===== src/hw/pmrc_regs.svh =====
// constants for the power-mode and reset control block
// assumes inclusion by bare name from the hw/ folder
`ifndef PMRC_REGS_SVH
`define PMRC_REGS_SVH
`define PMC_ADDR          8'h87
`define PMC_RESET         8'h00
`define PMC_IDLE_BIT      0
`define PMC_PDOWN_BIT     1
`define PMC_FLAG_LO_BIT   2
`define PMC_FLAG_HI_BIT   3
`define PMC_MON_BIT       4
`define PMC_BAUD_BIT      7
`define PMC_WMASK         8'h8f
`define OSC_PER_MC        4'd12
`define PH_PER_MC         4'd6
`define RST_QUAL_MC       2'd2
`define SP_RESET          8'h07
`define PORT_RESET        8'hff
`define PC_RESET          16'h0000
`define ZERO8             8'h00
`endif


===== src/hw/pmrc_pkg.sv =====
// types for the power-mode and reset control block
// assumes nothing beyond the constants header
package pmrc_pkg;
   typedef enum {MODE_RUN, MODE_IDLE, MODE_PDOWN} pmode_t;
   typedef logic [7:0] byte_t;
endpackage


===== src/hw/pmrc_if.sv =====
// link between the top module and its reset qualifier
// assumes one clock shared by both ends
`timescale 1ns/1ns
interface pmrc_if;
   logic mc_tick;
   logic rst_pin;
   logic int_req;
   logic core_reset;
   logic ext_reset;
   modport top (output mc_tick, output rst_pin, output int_req,
                input core_reset, input ext_reset);
   modport qual (input mc_tick, input rst_pin, input int_req,
                 output core_reset, output ext_reset);
endinterface


===== src/hw/phase_divider.sv =====
// oscillator divide-by-two and machine-cycle tick generator
// assumes REF_CLK is the oscillator and RST asynchronous
`timescale 1ns/1ns
`include "pmrc_regs.svh"
module phase_divider (
   input  wire logic clk,
   input  wire logic rst,
   input  wire logic run,
   output logic      phase_en,
   output logic      mc_tick
);
   logic       half_reg;
   logic [3:0] ph_reg;
   logic       wrap;
   assign wrap     = (ph_reg == `PH_PER_MC - 4'd1);
   assign phase_en = run & half_reg;
   assign mc_tick  = phase_en & wrap;
   // divide-by-two, no duty cycle dependence
   always_ff @(posedge clk or posedge rst) begin
      if (rst) half_reg <= 1'b0;
      else if (run) half_reg <= ~half_reg;
   end
   // six phases of two periods per machine cycle
   always_ff @(posedge clk or posedge rst) begin
      if (rst) ph_reg <= 4'd0;
      else if (phase_en) ph_reg <= wrap ? 4'd0 : ph_reg + 4'd1;
   end
endmodule


===== src/hw/reset_qualifier.sv =====
// reset pin qualification in machine cycles
// assumes rst_pin synchronous and mc_tick one cycle per machine cycle
`timescale 1ns/1ns
`include "pmrc_regs.svh"
module reset_qualifier (
   input  wire logic clk,
   input  wire logic rst,
   pmrc_if.qual      lnk
);
   logic [1:0] cnt_reg;
   logic       hit;
   assign hit = (cnt_reg >= `RST_QUAL_MC - 2'd1);
   // count machine cycles with pin high
   always_ff @(posedge clk or posedge rst) begin
      if (rst) cnt_reg <= 2'd0;
      else if (!lnk.rst_pin) cnt_reg <= 2'd0;
      else if (lnk.mc_tick && !hit) cnt_reg <= cnt_reg + 2'd1;
   end
   // reset from second high cycle, repeated until pin low
   assign lnk.ext_reset  = lnk.rst_pin & hit;
   assign lnk.core_reset = lnk.ext_reset | lnk.int_req;
   property p_qual;
      @(posedge clk) disable iff (rst)
      !lnk.rst_pin |=> !lnk.ext_reset;
   endproperty
   a_qual: assert property (p_qual)
      else $error("reset held after pin low");

   property p_tworun;
      @(posedge clk) disable iff (rst)
      $rose(lnk.rst_pin) |-> !lnk.ext_reset;
   endproperty
   a_tworun: assert property (p_tworun)
      else $error("reset taken in first cycle");
endmodule


===== src/hw/power_mode_and_reset_control.sv =====
// power-mode register, idle and power-down control, reset sequencing
// assumes a core that writes 8-bit registers by address and a strobe
`timescale 1ns/1ns
`include "pmrc_regs.svh"
// Overview of operation
// - idle bit set gates the core clock; peripherals keep running.
// - power-down bit set stops the oscillator and all clocked logic.
// - both bits written together choose power-down.
// - register resets to zero, bits 6 and 5 read zero.
// - the idle-setting write is the last core step; state is kept.
// - an enabled interrupt clears idle; core resumes after the write.
// - bits 2 and 3 are plain software flags.
// - idle also ends by reset held two machine cycles.
// - power-down ends only by a reset (pin, watchdog underflow or RST); contents kept.
// - monitor enable sets by write, clears only by external reset.
// - bit 7 doubles the serial baud rate in modes 1 to 3.
// - idle: strobes high, pulse outputs float, port 2 drives address with external program.
// - power-down: strobes low, pulse outputs float, port 2 holds latch.
// - pin high two machine cycles gives internal reset, strobes inputs.
// - internal reset from second high cycle, repeats until pin low.
// - watchdog underflow or enabled supply fail forces internal reset.
// - reset loads zero, stack pointer 07h, ports all ones, pc zero.
// - reset leaves internal ram unchanged.
// - after reset fetch starts at address zero.
// - static design tolerates a stopped clock without state loss.
// - oscillator passes through a divide-by-two before use.
// - internal resets keep monitor enable; monitor off in idle.
module power_mode_and_reset_control
   import pmrc_pkg::*;
(
   input  wire logic       REF_CLK,
   input  wire logic       RST,
   input  wire logic       RST_PIN,
   input  wire logic [7:0] SFR_ADDR,
   input  wire logic       SFR_WR,
   input  wire logic [7:0] SFR_WDATA,
   output logic      [7:0] SFR_RDATA,
   input  wire logic       INT_PENDING,
   input  wire logic       WDT_UNDERFLOW,
   input  wire logic       SUPPLY_FAIL,
   input  wire logic       EXT_PROGRAM,
   input  wire logic [7:0] P2_LATCH,
   input  wire logic [7:0] P2_ADDR,
   input  wire logic       ALE_RUN,
   input  wire logic       PROGRAM_FETCH_STROBE_RUN,
   output logic            CPU_CLK_EN,
   output logic            PERIPH_CLK_EN,
   output logic            OSC_RUN,
   output logic            PHASE_EN,
   output logic            MC_TICK,
   output logic            CORE_RESET,
   output logic            BAUD_DOUBLER,
   output logic            MONITOR_ACTIVE,
   output logic            ALE_O,
   output logic            ALE_OE,
   output logic            PROGRAM_FETCH_STROBE_O,
   output logic            PROGRAM_FETCH_STROBE_OE,
   output logic            P0_FLOAT,
   output logic [7:0]      P2_DRIVE,
   output logic            PULSE_FLOAT,
   output logic [7:0]      SP_INIT,
   output logic [7:0]      PORT_INIT,
   output logic [15:0]     PC_INIT,
   output logic [7:0]      ZERO_INIT
);
   import pmrc_pkg::*;

   pmrc_if lnk ();

   pmode_t mode_reg;
   pmode_t mode_next;
   logic   baud_reg;
   logic   mon_reg;
   logic   flag_lo_reg;
   logic   flag_hi_reg;
   logic   pmc_wr;
   logic   wr_idle;
   logic   wr_pdown;
   logic   mc_tick;
   logic   phase_en;
   logic   osc_on;
   logic   in_idle;
   logic   in_pdown;
   logic   sf_reset;
   byte_t  pmc_value;

   function automatic logic addr_hit(input logic [7:0] a);
      addr_hit = (a == `PMC_ADDR);
   endfunction

   assign pmc_wr   = SFR_WR & addr_hit(SFR_ADDR) & (mode_reg == MODE_RUN);
   assign wr_idle  = pmc_wr & SFR_WDATA[`PMC_IDLE_BIT];
   assign wr_pdown = pmc_wr & SFR_WDATA[`PMC_PDOWN_BIT];
   assign in_idle  = (mode_reg == MODE_IDLE);
   assign in_pdown = (mode_reg == MODE_PDOWN);

   // oscillator halts in power-down; the reset pin frees it
   assign osc_on = ~in_pdown | RST_PIN;

   phase_divider u_div (
      .clk      (REF_CLK),
      .rst      (RST),
      .run      (osc_on),
      .phase_en (phase_en),
      .mc_tick  (mc_tick)
   );

   // supply fail only with monitor on and not in idle
   assign sf_reset    = SUPPLY_FAIL & mon_reg & ~in_idle & ~in_pdown;
   assign lnk.mc_tick = mc_tick;
   assign lnk.rst_pin = RST_PIN;
   assign lnk.int_req = WDT_UNDERFLOW | sf_reset;

   reset_qualifier u_qual (
      .clk (REF_CLK),
      .rst (RST),
      .lnk (lnk)
   );

   // mode sequencing
   always_comb begin
      mode_next = mode_reg;
      case (mode_reg)
         MODE_RUN: begin
            if (wr_pdown) mode_next = MODE_PDOWN;
            else if (wr_idle) mode_next = MODE_IDLE;
         end
         MODE_IDLE: begin
            if (INT_PENDING) mode_next = MODE_RUN;
         end
         MODE_PDOWN: mode_next = MODE_PDOWN;
         default: mode_next = MODE_RUN;
      endcase
      if (lnk.core_reset) mode_next = MODE_RUN;
   end

   always_ff @(posedge REF_CLK or posedge RST) begin
      if (RST) mode_reg <= MODE_RUN;
      else mode_reg <= mode_next;
   end

   // register bits; reset clears all but monitor on internal reset
   always_ff @(posedge REF_CLK or posedge RST) begin
      if (RST) begin
         baud_reg    <= 1'b0;
         flag_lo_reg <= 1'b0;
         flag_hi_reg <= 1'b0;
      end else if (lnk.core_reset) begin
         baud_reg    <= 1'b0;
         flag_lo_reg <= 1'b0;
         flag_hi_reg <= 1'b0;
      end else if (pmc_wr) begin
         baud_reg    <= SFR_WDATA[`PMC_BAUD_BIT];
         flag_lo_reg <= SFR_WDATA[`PMC_FLAG_LO_BIT];
         flag_hi_reg <= SFR_WDATA[`PMC_FLAG_HI_BIT];
      end
   end

   // monitor enable: set by write, cleared by external reset only
   always_ff @(posedge REF_CLK or posedge RST) begin
      if (RST) mon_reg <= 1'b0;
      else if (pmc_wr && SFR_WDATA[`PMC_MON_BIT]) mon_reg <= 1'b1;
      else if (lnk.ext_reset) mon_reg <= 1'b0;
   end

   // idle and power-down bits read from the mode; bits 6, 5 zero
   assign pmc_value = {baud_reg, 2'b00, mon_reg, flag_hi_reg,
                       flag_lo_reg, in_pdown, in_idle};

   always_ff @(posedge REF_CLK or posedge RST) begin
      if (RST) SFR_RDATA <= `ZERO8;
      else SFR_RDATA <= addr_hit(SFR_ADDR) ? pmc_value : `ZERO8;
   end

   // clock gating: core frozen in idle, all frozen in power-down
   assign CPU_CLK_EN    = phase_en & (mode_reg == MODE_RUN);
   assign PERIPH_CLK_EN = phase_en;
   assign OSC_RUN       = osc_on;
   assign PHASE_EN      = phase_en;
   assign MC_TICK       = mc_tick;
   assign CORE_RESET    = lnk.core_reset;
   assign BAUD_DOUBLER  = baud_reg;
   assign MONITOR_ACTIVE = mon_reg & ~in_idle & ~in_pdown;

   // pin states per mode; strobes released during reset
   assign ALE_OE  = ~lnk.core_reset;
   assign PROGRAM_FETCH_STROBE_OE = ~lnk.core_reset;
   assign ALE_O   = in_idle ? 1'b1 : (in_pdown ? 1'b0 : ALE_RUN);
   assign PROGRAM_FETCH_STROBE_O  = in_idle ? 1'b1 : (in_pdown ? 1'b0 : PROGRAM_FETCH_STROBE_RUN);
   assign PULSE_FLOAT = in_idle | in_pdown;
   assign P0_FLOAT    = (in_idle | in_pdown) & EXT_PROGRAM;
   assign P2_DRIVE    = (in_idle & EXT_PROGRAM) ? P2_ADDR : P2_LATCH;

   // reset load values for the core
   assign SP_INIT   = `SP_RESET;
   assign PORT_INIT = `PORT_RESET;
   assign PC_INIT   = `PC_RESET;
   assign ZERO_INIT = `ZERO8;

   property p_pd_wins;
      @(posedge REF_CLK) disable iff (RST)
      (wr_idle && wr_pdown && !lnk.core_reset) |=> in_pdown;
   endproperty
   a_pd_wins: assert property (p_pd_wins)
      else $error("idle chosen over power-down");

   property p_idle_in;
      @(posedge REF_CLK) disable iff (RST)
      (wr_idle && !wr_pdown && !lnk.core_reset) |=>
      in_idle && !CPU_CLK_EN;
   endproperty
   a_idle_in: assert property (p_idle_in)
      else $error("idle not entered");

   property p_wake;
      @(posedge REF_CLK) disable iff (RST)
      (in_idle && INT_PENDING) |=> mode_reg == MODE_RUN;
   endproperty
   a_wake: assert property (p_wake)
      else $error("interrupt did not end idle");

   property p_pd_hold;
      @(posedge REF_CLK) disable iff (RST)
      (in_pdown && !lnk.core_reset) |=> in_pdown;
   endproperty
   a_pd_hold: assert property (p_pd_hold)
      else $error("power-down left without reset");

   property p_pd_osc;
      @(posedge REF_CLK) disable iff (RST)
      (in_pdown && !RST_PIN) |-> !OSC_RUN && !PHASE_EN;
   endproperty
   a_pd_osc: assert property (p_pd_osc)
      else $error("oscillator running in power-down");

   property p_pd_free;
      @(posedge REF_CLK) disable iff (RST)
      (in_pdown && RST_PIN) |-> OSC_RUN;
   endproperty
   a_pd_free: assert property (p_pd_free)
      else $error("reset pin did not free the oscillator");

   property p_mon_keep;
      @(posedge REF_CLK) disable iff (RST)
      (mon_reg && !lnk.ext_reset) |=> mon_reg;
   endproperty
   a_mon_keep: assert property (p_mon_keep)
      else $error("monitor enable lost");

   property p_mon_off;
      @(posedge REF_CLK) disable iff (RST)
      (in_idle || in_pdown) |-> !MONITOR_ACTIVE && !sf_reset;
   endproperty
   a_mon_off: assert property (p_mon_off)
      else $error("supply monitor active while stopped");

   property p_idle_pins;
      @(posedge REF_CLK) disable iff (RST)
      in_idle |-> ALE_O && PROGRAM_FETCH_STROBE_O && PULSE_FLOAT;
   endproperty
   a_idle_pins: assert property (p_idle_pins)
      else $error("idle pin state wrong");

   property p_pd_pins;
      @(posedge REF_CLK) disable iff (RST)
      in_pdown |-> !ALE_O && !PROGRAM_FETCH_STROBE_O && P2_DRIVE == P2_LATCH;
   endproperty
   a_pd_pins: assert property (p_pd_pins)
      else $error("power-down pin state wrong");

   property p_strobe_in;
      @(posedge REF_CLK) disable iff (RST)
      lnk.core_reset |-> !ALE_OE && !PROGRAM_FETCH_STROBE_OE;
   endproperty
   a_strobe_in: assert property (p_strobe_in)
      else $error("strobes driven during reset");

   property p_wdt;
      @(posedge REF_CLK) disable iff (RST)
      WDT_UNDERFLOW |-> CORE_RESET;
   endproperty
   a_wdt: assert property (p_wdt)
      else $error("watchdog reset missing");

   property p_sreset;
      @(posedge REF_CLK) disable iff (RST)
      lnk.core_reset |=> !baud_reg && !flag_lo_reg && !flag_hi_reg;
   endproperty
   a_sreset: assert property (p_sreset)
      else $error("register bits kept through reset");

   property p_refuse;
      @(posedge REF_CLK) disable iff (RST)
      (in_idle && SFR_WR && !lnk.core_reset) |=>
      $stable(baud_reg) && $stable(flag_lo_reg) && $stable(flag_hi_reg);
   endproperty
   a_refuse: assert property (p_refuse)
      else $error("register changed while idle");

   property p_flags;
      @(posedge REF_CLK) disable iff (RST)
      (pmc_wr && !lnk.core_reset) |=>
      flag_lo_reg == $past(SFR_WDATA[`PMC_FLAG_LO_BIT]);
   endproperty
   a_flags: assert property (p_flags)
      else $error("flag bit not stored");

   c_idle: cover property (@(posedge REF_CLK) in_idle ##1 !in_idle);
   c_pdown: cover property (@(posedge REF_CLK) in_pdown ##1 !in_pdown);
   c_both: cover property (@(posedge REF_CLK) wr_idle && wr_pdown);
   c_ext: cover property (@(posedge REF_CLK) lnk.ext_reset);
   c_pd_pin: cover property (@(posedge REF_CLK) in_pdown && lnk.ext_reset);
endmodule


===== config.mk =====
export PLATFORM = sky130hd
export DESIGN_NAME = power_mode_and_reset_control
export DESIGN_NICKNAME = d
export VERILOG_FILES = /design/src/hw/pmrc_pkg.sv /design/src/hw/pmrc_if.sv /design/src/hw/phase_divider.sv /design/src/hw/reset_qualifier.sv /design/src/hw/power_mode_and_reset_control.sv
export VERILOG_INCLUDE_DIRS = /design/src /design/src/hw
export SDC_FILE = /design/constraint.sdc
export NUM_CORES = 1
export LEC_CHECK = 0
export BUFFER_PORTS_ARGS = -buffer_cell sky130_fd_sc_hd__buf_4
export CELL_PAD_IN_SITES_DETAIL_PLACEMENT = 0
export CELL_PAD_IN_SITES_GLOBAL_PLACEMENT = 1
export CORE_MARGIN = 10
export CORE_UTILIZATION = 27
export CTS_CLUSTER_SIZE = 30
export DETAILED_ROUTE_END_ITERATION = 10
export PLACE_DENSITY = 0.86
export SETUP_SLACK_MARGIN = 0.5
export SLEW_MARGIN = 20
export SYNTH_ARGS = -nofsm -noshare
export SYNTH_HDL_FRONTEND = slang
export SYNTH_SLANG_ARGS = --single-unit

===== constraint.sdc =====
create_clock -name REF_CLK -period 2.1 [get_ports REF_CLK]
set_input_delay 0.21 -clock REF_CLK [delete_from_list [all_inputs] [get_ports REF_CLK]]
set_output_delay 0.21 -clock REF_CLK [all_outputs]
set_load 0.02 [all_outputs]

==> results.toml <==
[global_routing]
grt-ovfl-total = 0
antenna_found_initial = 0
grt_max_degree = 20
grt_pass1_wl_um = 6600
track_usage_pct = 9.58
grt_pass1_vias = 1351

[cts]
clock_latency_ps = 260
clk_transition_reported_paths_ps = 70
clock_sinks = 19
postCtsHoldBufs = 0
htreeDepth = 1
clockBufferDepth = 2
cts-root-buf = "clkbuf_8"
numCtsBuffers = 3
cts_tree = "built"

[worst_setup_path]
start_kind = "register"
cp.arrival_ps = 1610
worstPathMaxFanout = 4
slowest_delay_ps = 430
critPathSlowestCell = "dfrtp_1"
worstSetupPathType = "reg -> out"
crit_required_ps = 1890
crit_path_end_kind = "output port"
path_cells = "inv_2 > ha_4 > nor3b_4 > a221o_2 > inv_4 > buf_6"

[run]
drv_cap = 0

[cells_and_area]
antenna_cells = 0
ff_latch_area_um2 = 475
fill_cells = 517
drive_above_1_share_pct = 54.6
largest_register_ffs = 6
instances_no_fill = 310
syn2layout_area_growth_pct = 61.8
multiInputGateArea_um2 = 860
fin_nets = 287
post-route-util_pct = 44.9
finalInstanceArea_um2 = 2280

[synthesis]
synth_warnings = 0
ys_seq_elements = 19
synth-edff-count = 0
yosysUniqueCellTypes = 33
avgSynthCellArea_um2 = 9.38
synth_flop_cell = "dfrtp_1"
ys_seq_area_share_pct = 33.8
syn_inst = 150
synth_area_um2 = 1410
async_reset_ff_share_pct = 100

[power]
irDropWorstVdd_v = 0.000226
p_per_area_nw_per_um2 = 463
total_power_mw = 1.06
leakagePower_nw = 1.19

[detailed_routing]
drc = 0
vias_per_cell = 3.94
ant_nets = 0
dr_total_vias = 1221
drtIter0Drc = 19
dr.pass1.iters = 3
totalWireLength_um = 4420
wl_per_cell_um = 14.3

[min_path]
hold_class = "in -> async"

[status]
status = "finished, final reports clean"

[sta]
worstMarginPinSlew_ps = 678
fin_tns_setup_ps = 0
slew_viol_final = 0
maxSlewHeadroom_pct = 54.8
finClkSkew_ps = 4.17
hold_ws_ps = 53.4
fin_crit_ps = 1820
setup_ws_ps = 281
setup_viol = 0
finalCritPeriodShare_pct = 86.6
hold_violations = 0
max_freq_mhz = 550
rsz0062_at_grt = "true"

[floorplanning]
core.rowCount = 26
pin_count = 112
die-area_um2 = 8500
dieHeight_um = 92.2
initial_core_util_pct = 27.7
fp.dieW_um = 92.2
core_area_um2 = 5070

[place]
placed_area_um2 = 1870
place.gp.congestion = 0.750
io_buffers = 67
hpwl_um = 3500
pre_cts_slack_ps = 242
place_inst = 283
[what timing repair did]
item / 4_1_cts / 5_1_grt
endpoints found under the setup margin: 21 / 29
pin swaps: 8 / 7
gates resized for setup: 24 / 31
cloned: 0 / 0
setup buffers: 18 / 5
[synth_stat cells, types with 2 or more instances]
| master | count | share of area [%] |
|---|---|---|
| mux2i_1 | 4 | 2.8 |
| nand2_1 | 3 | 0.80 |
| ha_1 | 4 | 3.6 |
| a21boi_0 | 2 | 1.1 |
| buf_4 | 44 | 23 |
| nand4_1 | 2 | 0.89 |
| and2_1 | 7 | 3.1 |
| o21ai_0 | 4 | 1.4 |
| mux2_2 | 9 | 7.2 |
| a21oi_1 | 2 | 0.71 |
| dfrtp_1 | 19 | 34 |
| clkbuf_1 | 2 | 0.53 |
| nor3_1 | 3 | 1.1 |
| a21o_1 | 2 | 1.1 |
| conb_1 | 2 | 0.53 |
| nand3_1 | 4 | 1.4 |
| nor2_1 | 10 | 2.7 |
| inv_1 | 11 | 2.9 |
| nor3b_1 | 2 | 1.1 |
[final cells by class]
cell class	instances	area share, %
clock buffer	3	1.81
clock inverter	1	0.330
inverter	11	1.92
multi-input combinational	114	37.7
sequential	19	20.9
tap	70	3.85
timing repair buffer	92	33.5
[critical path: cells and delay by family (launching register included)]
family                     cells  cell delay (ps)
DFF                            1              430
AOI/OAI and AO/OA              1              430
buffers and inverters          3              310
adders and majority gates      1              140
and+or+nand+nor                1               40
[logic make-up (layout without fill, tap and decap cells)]
logic type | Yosys count | after routing | synth area share, %
multiplexers | 13 | 13 | 10.0
other | 2 | 42 | 0.534
flip-flops | 19 | 19 | 33.8
adder cells (fa/ha/maj) | 4 | 4 | 3.56
AO/OA/AOI/OAI | 15 | 15 | 7.73
buffers and inverters | 57 | 107 | 26.9
XOR/XNOR | 2 | 2 | 1.24
AND/OR/NAND/NOR | 38 | 38 | 16.2
[cells in the final DEF (no fill, tap or decap), types with 2 or more instances in the layout]
master,count
dfrtp_1,19
buf_6,19
nand4_1,2
mux2i_1,4
nor3_1,3
nor2_1,9
o21ai_0,2
mux2_4,8
buf_4,73
and2_1,5
nand3_1,3
clkbuf_8,3
a21o_1,2
conb_1,42
ha_4,3
and2_4,2
inv_1,5
inv_2,5
a21boi_1,2
o21ai_1,2
[report_power, final]
part	switching (mW)	total [mW]	internal [mW]
Clock	0.122	0.256	0.134
Combinational	0.191	0.350	0.159
Sequential	0.0415	0.449	0.408
[worst paths after layout]
kind | startpoint | endpoint | slack [ps] | cells after the start
max | mode_reg[0] | ALE_OE | 280 | 6
max in group asynchronous | RST | u_qual.cnt_reg[0] | 1610 | 2
min reg2reg | flag_hi_reg | SFR_RDATA[3] | 490 | 1
max reg2reg | mode_reg[0] | mode_reg[1] | 310 | 8
min | RST | SFR_RDATA[7] | 50 | 2
min in group REF_CLK | SFR_WDATA[1] | mode_reg[0] | 170 | 2
[metal layers]
metal	vias to the layer above	wire [um]	track usage, %
met1	576	1620	9.33
met3	6	243	2.69
met4	0	79	4.88
met5	-	0	0
met2	49	2480	17.9
li1	590	-	-
Power figures use the tool's default switching activity.
